`config.mk`:
```
export PLATFORM = sky130hd
export DESIGN_NAME = isoc_top
export DESIGN_NICKNAME = d
export VERILOG_FILES = /design/src/isoc_pkg.sv /design/src/isoc_input_qual.sv /design/src/isoc_top.sv
export SDC_FILE = /design/constraint.sdc
export NUM_CORES = 1
export LEC_CHECK = 0
export BUFFER_PORTS_ARGS = -buffer_cell sky130_fd_sc_hd__buf_2
export CELL_PAD_IN_SITES_DETAIL_PLACEMENT = 2
export CELL_PAD_IN_SITES_GLOBAL_PLACEMENT = 2
export CORE_MARGIN = 5
export CORE_UTILIZATION = 34
export DETAILED_ROUTE_END_ITERATION = 7
export GPL_TIMING_DRIVEN = 0
export PLACE_DENSITY_LB_ADDON = 0.1
export SYNTH_ARGS = -nofsm -noshare
export SYNTH_HDL_FRONTEND = slang
export SYNTH_HIERARCHICAL = 1
export SYNTH_SLANG_ARGS = --single-unit
```
`constraint.sdc`:
```
create_clock -name mclk -period 3.7 [get_ports mclk]
set_clock_uncertainty 0.1 [all_clocks]
set_input_delay 0.37 -clock mclk [delete_from_list [all_inputs] [get_ports mclk]]
set_output_delay 0.37 -clock mclk [all_outputs]
set_load 0.01 [all_outputs]
```
`src/isoc_pkg.sv`:
```
// Purpose: Shared constants for the input select and boost control block
// Assumes: 100 MHz mclk, analog comparators deliver clean synchronous levels
// Notes:   Current limit codes are plain 5-bit selections
package isoc_pkg;
    localparam int            CLK_MHZ            = 100;
    localparam int            BOOST_SHORT_MS     = 8;
    localparam int            BOOST_SHORT_CYC    = BOOST_SHORT_MS * 1000 * CLK_MHZ;
    localparam logic [4:0]    ILIM_DEFAULT_100MA = 5'h01;
    localparam logic [4:0]    CHG_FULL           = 5'h1F;
    localparam int            IRQ_BOOST_BIT      = 0;
    localparam int            IRQ_IDENT_BIT      = 1;
    localparam int            IRQ_INPUT_BIT      = 2;
    localparam int            IRQ_W              = 3;

    typedef enum logic [1:0] {
        ISOC_SRC_NONE,
        ISOC_SRC_USB,
        ISOC_SRC_ADAPTER,
        ISOC_SRC_BOOST
    } isoc_src_e;
endpackage

```
`src/isoc_input_qual.sv`:
```
// Purpose: Qualifies one power input from its three comparator levels
// Assumes: Comparator outputs are synchronous to mclk
// Notes:   Valid is registered so the flag comes straight from a flip-flop
`timescale 1ns/1ps
module isoc_input_qual (
    input  wire logic mclk,
    input  wire logic rst_n,
    input  wire logic above_min,
    input  wire logic above_batt,
    input  wire logic below_over,
    output logic      valid_r
);
    logic valid_nxt;

    always_comb begin
        valid_nxt = above_min & above_batt & below_over; // RULE_15
    end

    always_ff @(posedge mclk) begin
        if (!rst_n) begin
            valid_r <= 1'b0;
        end else begin
            valid_r <= valid_nxt;
        end
    end
endmodule

```
`src/isoc_top.sv`:
```
// Purpose: Input selection, current limit, undervoltage limit and boost control
// Assumes: Host writes come as strobes with data; all inputs synchronous
// Notes:   Boost short counter is a parameter so simulation can shorten it
`timescale 1ns/1ps
// What this block does
// RULE_01 - Separate 5-bit limits per input; apply the one for the active input
// RULE_02 - USB limit returns to 100mA default when USB power is removed
// RULE_03 - Adapter limit returns to default only when both inputs lose power
// RULE_04 - At input limit, cut charge current only enough to feed the load
// RULE_05 - Undervoltage current limiting near 4.3V, host bit disables it
// RULE_06 - Boost starts on grounded cable ident or on host enable request
// RULE_07 - Boost refused while any input powered or battery is low
// RULE_08 - Report boost running, battery low and boost fault flags
// RULE_09 - Boost feeds USB input only; preference bit ignored during boost
// RULE_10 - Output short shuts boost down after about 8ms and sets fault
// RULE_11 - Cable ident monitored always; status true when line is grounded
// RULE_12 - Change of cable ident status can raise interrupt when enabled
// RULE_13 - Lockout stops automatic boost start but keeps ident monitoring
// RULE_14 - Host request starts boost regardless of ident and lockout
// RULE_15 - Input valid needs above minimum, above battery margin, below over
// RULE_16 - Per-input valid flags; input changes interrupt when enabled
// RULE_17 - Both valid: adapter by default, USB when preference bit set
// RULE_18 - Event interrupts grouped in categories, each masked separately
// RULE_19 - Selected input fails while other valid: switch to the other
// RULE_20 - Host reads status after each interrupt before changing settings
module isoc_top #(
    parameter int BOOST_SHORT_CYCLES = isoc_pkg::BOOST_SHORT_CYC
) (
    input  wire logic                     mclk,
    input  wire logic                     rst_n,
    input  wire logic                     usb_above_min,
    input  wire logic                     usb_above_batt,
    input  wire logic                     usb_below_over,
    input  wire logic                     adapter_above_min,
    input  wire logic                     adapter_above_batt,
    input  wire logic                     adapter_below_over,
    input  wire logic                     usb_power_present,
    input  wire logic                     adapter_power_present,
    input  wire logic                     battery_below_low,
    input  wire logic                     input_below_uv,
    input  wire logic                     input_limit_reached,
    input  wire logic                     boost_output_short,
    input  wire logic                     cable_ident_grounded,
    input  wire logic                     usb_limit_wr,
    input  wire logic [4:0]               usb_limit_wdata,
    input  wire logic                     adapter_limit_wr,
    input  wire logic [4:0]               adapter_limit_wdata,
    input  wire logic                     undervoltage_limit_off,
    input  wire logic                     usb_preference,
    input  wire logic                     auto_boost_lockout,
    input  wire logic                     boost_enable_request,
    input  wire logic                     boost_stop_request,
    input  wire logic                     fault_clear,
    input  wire logic [isoc_pkg::IRQ_W-1:0] irq_enable,
    input  wire logic                     irq_clear,
    output logic [4:0]                    usb_in_current_limit_sel,
    output logic [4:0]                    adapter_in_current_limit_sel,
    output logic [4:0]                    active_current_limit,
    output logic                          charge_throttle,
    output logic                          uv_limit_active,
    output logic                          usb_in_valid_flag,
    output logic                          adapter_in_valid_flag,
    output logic                          route_usb,
    output logic                          route_adapter,
    output logic                          boost_running_flag,
    output logic                          battery_low_flag,
    output logic                          boost_fault_flag,
    output logic                          cable_ident_status,
    output logic [isoc_pkg::IRQ_W-1:0]    irq_status,
    output logic                          irq_n
);
    ////////////////////////////////////////////////////////////////////////////
    // Input qualification, one instance per input
    logic usb_valid;
    logic adp_valid;

    isoc_input_qual u_usb_qual (
        .mclk       (mclk),
        .rst_n      (rst_n),
        .above_min  (usb_above_min),
        .above_batt (usb_above_batt),
        .below_over (usb_below_over),
        .valid_r    (usb_valid)
    );

    isoc_input_qual u_adp_qual (
        .mclk       (mclk),
        .rst_n      (rst_n),
        .above_min  (adapter_above_min),
        .above_batt (adapter_above_batt),
        .below_over (adapter_below_over),
        .valid_r    (adp_valid)
    );

    ////////////////////////////////////////////////////////////////////////////
    // Source selection and limit registers
    isoc_pkg::isoc_src_e src_r, src_nxt;
    logic [4:0] usb_lim_r, usb_lim_nxt;
    logic [4:0] adp_lim_r, adp_lim_nxt;
    logic [4:0] act_lim_r, act_lim_nxt;
    logic       throttle_r, throttle_nxt;
    logic       uv_r, uv_nxt;
    logic       boost_r;
    logic       route_usb_r, route_usb_nxt;
    logic       route_adp_r, route_adp_nxt;

    always_comb begin
        usb_lim_nxt = usb_lim_r;
        if (usb_limit_wr) begin
            usb_lim_nxt = usb_limit_wdata; // RULE_01
        end
        // Power loss wins over a host write in the same cycle
        if (!usb_power_present) begin
            usb_lim_nxt = isoc_pkg::ILIM_DEFAULT_100MA; // RULE_02
        end
        adp_lim_nxt = adp_lim_r;
        if (adapter_limit_wr) begin
            adp_lim_nxt = adapter_limit_wdata; // RULE_01
        end
        if (!usb_power_present && !adapter_power_present) begin
            adp_lim_nxt = isoc_pkg::ILIM_DEFAULT_100MA; // RULE_03
        end

        if (boost_r) begin
            src_nxt = isoc_pkg::ISOC_SRC_BOOST; // RULE_09
        end else if (usb_valid && adp_valid) begin
            src_nxt = usb_preference ? isoc_pkg::ISOC_SRC_USB
                                     : isoc_pkg::ISOC_SRC_ADAPTER; // RULE_17
        end else if (usb_valid) begin
            src_nxt = isoc_pkg::ISOC_SRC_USB; // RULE_19
        end else if (adp_valid) begin
            src_nxt = isoc_pkg::ISOC_SRC_ADAPTER; // RULE_19
        end else begin
            src_nxt = isoc_pkg::ISOC_SRC_NONE;
        end

        case (src_nxt)
            isoc_pkg::ISOC_SRC_USB:     act_lim_nxt = usb_lim_nxt; // RULE_01
            isoc_pkg::ISOC_SRC_ADAPTER: act_lim_nxt = adp_lim_nxt; // RULE_01
            default:                    act_lim_nxt = isoc_pkg::ILIM_DEFAULT_100MA;
        endcase

        // Only a throttle request; the analog loop sizes the actual cut
        throttle_nxt = input_limit_reached && (src_nxt == isoc_pkg::ISOC_SRC_USB ||
                       src_nxt == isoc_pkg::ISOC_SRC_ADAPTER); // RULE_04
        uv_nxt = input_below_uv && !undervoltage_limit_off && !boost_r; // RULE_05
        // Routes decoded ahead so both pins come straight from flops
        route_usb_nxt = (src_nxt == isoc_pkg::ISOC_SRC_USB)
                      | (src_nxt == isoc_pkg::ISOC_SRC_BOOST); // RULE_09
        route_adp_nxt = (src_nxt == isoc_pkg::ISOC_SRC_ADAPTER); // RULE_17
    end

    always_ff @(posedge mclk) begin
        if (!rst_n) begin
            src_r      <= isoc_pkg::ISOC_SRC_NONE;
            usb_lim_r  <= isoc_pkg::ILIM_DEFAULT_100MA;
            adp_lim_r  <= isoc_pkg::ILIM_DEFAULT_100MA;
            act_lim_r  <= isoc_pkg::ILIM_DEFAULT_100MA;
            throttle_r <= 1'b0;
            uv_r       <= 1'b0;
            route_usb_r <= 1'b0;
            route_adp_r <= 1'b0;
        end else begin
            src_r      <= src_nxt;
            usb_lim_r  <= usb_lim_nxt;
            adp_lim_r  <= adp_lim_nxt;
            act_lim_r  <= act_lim_nxt;
            throttle_r <= throttle_nxt;
            uv_r       <= uv_nxt;
            route_usb_r <= route_usb_nxt;
            route_adp_r <= route_adp_nxt;
        end
    end

    ////////////////////////////////////////////////////////////////////////////
    // Boost converter control
    typedef enum logic [1:0] {
        ISOC_B_OFF,
        ISOC_B_RUN,
        ISOC_B_FAULT
    } isoc_bst_e;

    isoc_bst_e  bst_r, bst_nxt;
    logic [31:0] short_cnt_r, short_cnt_nxt;
    logic        fault_r, fault_nxt;
    logic        battery_low_flag_r, battery_low_flag_nxt;
    logic        ident_r, ident_nxt;
    logic        inputs_powered;
    logic        start_ok;
    logic        start_req;
    logic        boost_nxt;

    always_comb begin
        inputs_powered = usb_power_present | adapter_power_present;
        start_ok  = !inputs_powered && !battery_below_low; // RULE_07
        start_req = boost_enable_request                   // RULE_14
                  || (ident_r && !auto_boost_lockout);     // RULE_06 RULE_13
        bst_nxt       = bst_r;
        short_cnt_nxt = 32'h0000_0000;
        fault_nxt     = fault_r;
        battery_low_flag_nxt    = battery_below_low; // RULE_08
        ident_nxt     = cable_ident_grounded; // RULE_11
        case (bst_r)
            ISOC_B_OFF: begin
                if (start_req && start_ok && !fault_r) begin
                    bst_nxt = ISOC_B_RUN; // RULE_06
                end
            end
            ISOC_B_RUN: begin
                if (!start_ok || boost_stop_request) begin
                    bst_nxt = ISOC_B_OFF; // RULE_07
                end else if (boost_output_short) begin
                    if (short_cnt_r >= 32'(BOOST_SHORT_CYCLES - 1)) begin
                        bst_nxt   = ISOC_B_FAULT; // RULE_10
                        fault_nxt = 1'b1;         // RULE_10
                    end else begin
                        short_cnt_nxt = short_cnt_r + 32'h0000_0001;
                    end
                end
            end
            ISOC_B_FAULT: begin
                // Stays down until host clears, avoiding restart into a short
                if (fault_clear) begin
                    bst_nxt   = ISOC_B_OFF;
                    fault_nxt = 1'b0;
                end
            end
            default: bst_nxt = ISOC_B_OFF;
        endcase
        // Running flag registered from the next state, no decode on the pin
        boost_nxt = (bst_nxt == ISOC_B_RUN);
    end

    always_ff @(posedge mclk) begin
        if (!rst_n) begin
            bst_r       <= ISOC_B_OFF;
            short_cnt_r <= 32'h0000_0000;
            fault_r     <= 1'b0;
            battery_low_flag_r    <= 1'b0;
            ident_r     <= 1'b0;
            boost_r     <= 1'b0;
        end else begin
            bst_r       <= bst_nxt;
            short_cnt_r <= short_cnt_nxt;
            fault_r     <= fault_nxt;
            battery_low_flag_r    <= battery_low_flag_nxt;
            ident_r     <= ident_nxt;
            boost_r     <= boost_nxt;
        end
    end

    ////////////////////////////////////////////////////////////////////////////
    // Event categories; set wins over clear
    logic [isoc_pkg::IRQ_W-1:0] irq_r, irq_nxt, ev;
    logic                       irq_n_r, irq_n_nxt;
    logic                       usb_valid_d, adp_valid_d, boost_d, fault_d;

    always_comb begin
        ev = '0;
        ev[isoc_pkg::IRQ_IDENT_BIT] = ident_r ^ ident_nxt; // RULE_12
        ev[isoc_pkg::IRQ_INPUT_BIT] = (usb_valid ^ usb_valid_d)
                                    | (adp_valid ^ adp_valid_d); // RULE_16
        ev[isoc_pkg::IRQ_BOOST_BIT] = (boost_r ^ boost_d) | (fault_r ^ fault_d);
        irq_nxt   = (irq_clear ? '0 : irq_r) | (ev & irq_enable); // RULE_18
        irq_n_nxt = ~(|irq_nxt);
    end

    always_ff @(posedge mclk) begin
        if (!rst_n) begin
            irq_r       <= '0;
            irq_n_r     <= 1'b1;
            usb_valid_d <= 1'b0;
            adp_valid_d <= 1'b0;
            boost_d     <= 1'b0;
            fault_d     <= 1'b0;
        end else begin
            irq_r       <= irq_nxt;
            irq_n_r     <= irq_n_nxt;
            usb_valid_d <= usb_valid;
            adp_valid_d <= adp_valid;
            boost_d     <= boost_r;
            fault_d     <= fault_r;
        end
    end

    ////////////////////////////////////////////////////////////////////////////
    // Outputs, all from flip-flops
    always_comb begin
        usb_in_current_limit_sel     = usb_lim_r;
        adapter_in_current_limit_sel = adp_lim_r;
        active_current_limit         = act_lim_r;
        charge_throttle              = throttle_r;
        uv_limit_active              = uv_r;
        usb_in_valid_flag            = usb_valid; // RULE_16
        adapter_in_valid_flag        = adp_valid; // RULE_16
        route_usb                    = route_usb_r; // RULE_09
        route_adapter                = route_adp_r;
        boost_running_flag           = boost_r; // RULE_08
        battery_low_flag             = battery_low_flag_r; // RULE_08
        boost_fault_flag             = fault_r; // RULE_08
        cable_ident_status           = ident_r; // RULE_11
        irq_status                   = irq_r;
        irq_n                        = irq_n_r;
    end
endmodule

```
# Word-level counts from Yosys, hierarchy flattened
# Index checks and enable logic that the tools add are counted.
dict set report totals {
  elab_cells 100
  inputBits 37
  ff_bits 67
}
dict set report op_classes {
  n_addsub 1
  n_bitwise 19
  n_lt_le_gt_ge 1
  n_eq_ne 10
  reduce_logical 26
  muxes 22
}
# operator count
set ops {}
lappend ops {{$add 32x1->32 const B} 1}
lappend ops {{$ge 32x20->1 const B} 1}
lappend ops {{$mux 2} 10}
lappend ops {{$mux 5} 4}
lappend ops {{$pmux 5 s2} 1}
lappend ops {{$logic_and 1x1->1} 9}
lappend ops {{$logic_not 1->1} 9}
lappend ops {{$ne 2x2->1 const B} 4}
lappend ops {{$eq 2x1->1 const B} 3}
lappend ops {{$eq 2x2->1 const B} 3}
lappend ops {{$pmux 2 s3} 1}
lappend ops {{$reduce_and 5->1} 1}
lappend ops {{$reduce_or 5->1} 1}
lappend ops {{$xor 1x1->1} 5}
lappend ops {{$and 1x1->1} 4}
lappend ops {{$mux 1} 4}
lappend ops {{$not 1->1} 4}
lappend ops {{$or 1x1->1} 4}
lappend ops {{$and 3x3->3} 1}
lappend ops {{$logic_or 1x1->1} 3}
lappend ops {{$mux 3} 1}
lappend ops {{$or 3x3->3} 1}
lappend ops {{$reduce_or 3->1} 1}
lappend ops {{$logic_not 2->1} 1}
lappend ops {{other kinds (2)} 2}

# Logic depth before layout (Yosys ltp)
dict set report logic_depth {
  ltp_word 8
  ltp_mapped 6
  ltp_nobuf 6
}

# Modules after synthesis
# Netlist, hierarchy kept.
# mod area_per_inst_um2 seq_area_each_um2 n_inst cells_each
set modules_own_cells {}
lappend modules_own_cells {isoc_top 2497.4 1301.2 1 258}
lappend modules_own_cells {isoc_input_qual 28.8 20.0 2 2}

# Least setup slack after synthesis
# No wires, ideal clock.
dict set report synth_timing {
  kind {reg2reg}
  start {reg short_cnt_r[2]}
  end {reg short_cnt_r[19]}
  period_less_slack_ns 1.919
  t_required_ns 3.530
  path_buffers 1
  path_stages_with_launch 6
  setup_time_ns 0.070
  arrival_time_ns 1.748
  path_slack_ns 1.781
  path_cell_list {dfxtp_1 -> nand3_2 -> or4_1 -> buf_2 -> or4_1 -> a21oi_1}
}
dict set report synth_via {
  elab_chain_cells 2
  elab_cells_between_ends 3
  cone_classes {add/sub: 1; order compare: 1; reduce/logical: 1}
}
# item line_no
set synth_rtl {}
lappend synth_rtl {{start, declared} isoc_top.sv:184} ;# logic [31:0] short_cnt_r, short_cnt_nxt;
lappend synth_rtl {{start signal, assigned} isoc_top.sv:244} ;# short_cnt_r <= short_cnt_nxt;
lappend synth_rtl {{$ge 32x20->1} isoc_top.sv:213} ;# if (short_cnt_r >= 32'(BOOST_SHORT_CYCLES - 1)) begin
lappend synth_rtl {{$reduce_or 5->1 (no source line)} -}
# Several ways; a longest one is shown, not always the timed one.
# A chain may end at the register's enable or synchronous reset.

# Final worst setup path
# Ends and elaborated chain as after synthesis.

==> parameters.txt <==
Parameter                              Value

Synthesis
  Top cell type's share of synthesized area    52.5%
  Largest cells by area after synthesis    sky130_fd_sc_hd__dfxtp_1, sky130_fd_sc_hd__and2_1, sky130_fd_sc_hd__mux2i_1
  Average footprint of a synthesized cell    9.75 um^2
  Combined area of all synthesized cells    about 0.0026 mm^2
  Most used standard cell by instance count after synthesis    sky130_fd_sc_hd__dfxtp_1
  Number of register bits inferred by synthesis    67
  Main synth FF type    sky130_fd_sc_hd__dfxtp_1
  Number of enable-type register cells in the synthesized netlist    0
  Count of synthesis-stage warnings from yosys    6
  Library cell occupying the most area in the post-synthesis netlist    sky130_fd_sc_hd__dfxtp_1
  Top cells by instance count after synthesis    sky130_fd_sc_hd__dfxtp_1, sky130_fd_sc_hd__nor2_1, sky130_fd_sc_hd__and2_1
  Register area share after synthesis    between 50% and 60%
  Number of standard cells after synthesis    ~260
  Distinct cells, synth    between 40 and 50
  Async set-reset flop share out of synthesis    0%

Flow run
  Total of max-cap violations    0

Worst setup path
  Arrival time at the worst endpoint    approximately 2.3 ns
  Worst EP required    3.86 ns
  Capture point of the worst path    short_cnt_r[19]
  CP Launch Type    flop
  Worst Setup SP    short_cnt_r[2]
  End of the worst register-to-register path    short_cnt_r[19]
  Largest fanout of any net on the critical path    10
  R2R depth    5
  Launch point of the worst reg-to-reg path    short_cnt_r[2]
  Reg-to-reg slack, setup    between 1.5 and 2 ns
  Critical Path End Type    flop
  Critical setup path kind    reg -> reg

Final layout
  Layout filler cell count    858
  Area of the multi-input gates    ~0.0012 mm^2
  Synthesis-to-finish area growth    26.4%
  Fin cells    around 450
  Inserted Diodes    0
  Number of nets at the end of the flow    roughly 390
  Register cell area after layout    between 0.001 and 0.0015 mm^2
  Share of final-layout standard cells stronger than drive strength 1    ~24%

STA
  Pins over their slew limit    0
  Upper clock frequency limit    roughly 0.46 GHz
  Slew HR    between 60% and 70%
  Hold Violations, Final    0
  Final-layout setup total negative slack    0 ns
  Final period demand of the worst path    ~2.2 ns
  Fraction of the cycle the final worst path needs    about three fifths
  RSZ-0062 raised after global routing    no
  Post-route setup slack    approximately 1.5 ns
  Worst-Margin Slew    between 0.5 and 0.6 ns
  Setup violators final    0

CTS
  Gates resized, CTS repair    0
  TritonCTS clock tree    built
  Clock Root Buffer    sky130_fd_sc_hd__clkbuf_8
  Hold bufs inserted after CTS    0
  Max H-tree Level    3
  CTS max path bufs    2
  Clock network latency to the later pin of the worst-skew pair    ~0.33 ns
  Number of clock buffers inserted by TritonCTS    9
  Reg clk slew, reported paths    0.07 ns
  Number of buffers inserted by post-CTS setup repair    0
  Clock sink count    67

Route
  Met2 Routed Length    ~3500 um
  First DRT Iteration DRCs    ~50
  Detail Route met3 WL    roughly 260 um
  Via-to-Cell Ratio    4.85
  Post-detailed-route wirelength per cell    between 15 and 20 um
  Wire length on met1    ~3000 um
  First-pass iteration count of the detailed router    3
  Number of remaining DRC errors    0
  Topmost layer with routed signal wires    met4
  Via count    between 2000 and 2500
  Final antenna-violating net count    0
  Total wire length after detailed routing    around 7000 um

Placed design
  Routability-driven placement congestion ratio    0.743
  Detailed placement HPWL    ~5200 um
  Cell count after placement    434
  Setup slack after placement    1.54 ns
  IO Port Bufs    62

GRT
  Pin count of the biggest net entering global routing    11
  Via count of the first global-routing pass    ~2400
  Antenna violations before repair    0
  Global-route wire length before repair    between 10000 and 15000 um
  Grt ovf    0
  Global-route total usage across every layer    15.6%

Worst hold path
  Origin of the worst min-delay path    undervoltage_limit_off
  Path category of the worst min-delay check    in -> reg

Floorplan
  Core outline area    around 0.0073 mm^2
  Number of rows in the core area    31
  Initial Utilization    a little over a third
  DIE AREA    0.00935 mm^2
  DIE HEIGHT    ~97 um
  Number of primary I/O pins    66
  Die Span X    about 97 um

Run status
  Run status    completed

Power and ir drop
  Worst supply voltage drop on vdd    0.219 mV
  P per Cell Area    roughly 450 mW/mm^2
  Leakage power of the design    between 1 and 1.5 nW
worst max-delay path, cell delays in order (launching register included):
cell and delay, ns:
sky130_fd_sc_hd__dfxtp_1 0.43, sky130_fd_sc_hd__nand3_2 0.14, sky130_fd_sc_hd__or4_1 0.52, sky130_fd_sc_hd__buf_2 0.20, sky130_fd_sc_hd__or4_1 0.53, sky130_fd_sc_hd__a21oi_1 0.17
flip-flops by register name, summed over array words and instances, names as in the netlist, 2 cells and up:
| register | count |
|---|---|
| active_current_limit | 5 |
| adapter_in_current_limit_sel | 5 |
| bst_r | 2 |
| irq_status | 3 |
| short_cnt_r | 32 |
| usb_in_current_limit_sel | 5 |
logic make-up after synthesis:
| kind of cell | Yosys count | synth area share, % |
|---|---|---|
| muxes | 10 | 3.92 |
| AOI/OAI and AO/OA | 42 | 10.6 |
| and+or+nand+nor | 108 | 23.8 |
| xor gates and xnor gates | 15 | 5.14 |
| adders and majority gates | 3 | 1.47 |
| other | 1 | 0.147 |
| buffers and inverters | 16 | 2.40 |
| DFF | 67 | 52.5 |
power by group:
| group | switching (mW) | internal [mW] | total, mW | leakage, nW |
|---|---|---|---|---|
| combinational | 0.0437 | 0.0395 | 0.0832 | 0.723 |
| sequential | 0.00756 | 0.740 | 0.748 | 0.547 |
| clock | 0.260 | 0.358 | 0.618 | 0.104 |
| total | 0.311 | 1.14 | 1.45 | 1.37 |
per-layer routing:
layer  track usage [%]  vias to the layer above
li1                  -                     1068
met1              17.8                     1056
met2              27.6                       45
met3              3.74                        6
met4              6.80                        0
met5                 0                        -
final cells by class:
type	instances	share of cell area, %
sequential	67	41.5
multi-input combinational	190	36.9
timing repair buffer	62	9.60
clock buffer	12	5.11
tap	99	3.83
clock inverter	2	1.08
buffer	9	1.08
inverter	7	0.813
stage by stage:
stage | cell area [um^2] | hold WS [ns] | power [mW] | util (%)
detailed placement | 3030 | 0.355 | 0.848 | 41.6
CTS | 3230 | 0.0757 | 1.47 | 44.3
global placement | 3030 | 0.347 | 0.844 | 41.6
global route | 3230 | 0.0821 | 1.53 | 44.3
floorplan | 2600 | 0.330 | 0.805 | -
finish | 3230 | 0.0953 | 1.45 | 44.3
cell usage in the layout, fill, tap and decap left out, types with 5 or more instances in the layout:
cell | synthesis | final
sky130_fd_sc_hd__dfxtp_1 | 67 | 67
sky130_fd_sc_hd__clkbuf_8 | 0 | 12
sky130_fd_sc_hd__nor4_1 | 5 | 5
sky130_fd_sc_hd__nor2b_1 | 9 | 9
sky130_fd_sc_hd__clkbuf_1 | 8 | 8
sky130_fd_sc_hd__a21oi_1 | 10 | 10
sky130_fd_sc_hd__nand3_1 | 7 | 7
sky130_fd_sc_hd__mux2i_1 | 10 | 10
sky130_fd_sc_hd__buf_2 | 1 | 63
sky130_fd_sc_hd__nor2_1 | 23 | 23
sky130_fd_sc_hd__xor2_1 | 10 | 10
sky130_fd_sc_hd__or3_1 | 6 | 6
sky130_fd_sc_hd__xnor2_1 | 5 | 5
sky130_fd_sc_hd__inv_1 | 7 | 7
sky130_fd_sc_hd__o21ai_0 | 11 | 11
sky130_fd_sc_hd__conb_1 | 1 | 12
sky130_fd_sc_hd__nand2_1 | 10 | 10
sky130_fd_sc_hd__and2_1 | 16 | 16
how the worst min path moves through the flow:
stage                      endpoint  slack [ns]  cells past startpoint
finish              uv_limit_active         0.1                      2
global route        uv_limit_active        0.08                      2
CTS                 uv_limit_active        0.08                      2
detailed placement   short_cnt_r[0]        0.35                      1
global placement     short_cnt_r[0]        0.35                      1
floorplan            short_cnt_r[0]        0.33                      1
Note: power is estimated with default switching activity, not from simulation.
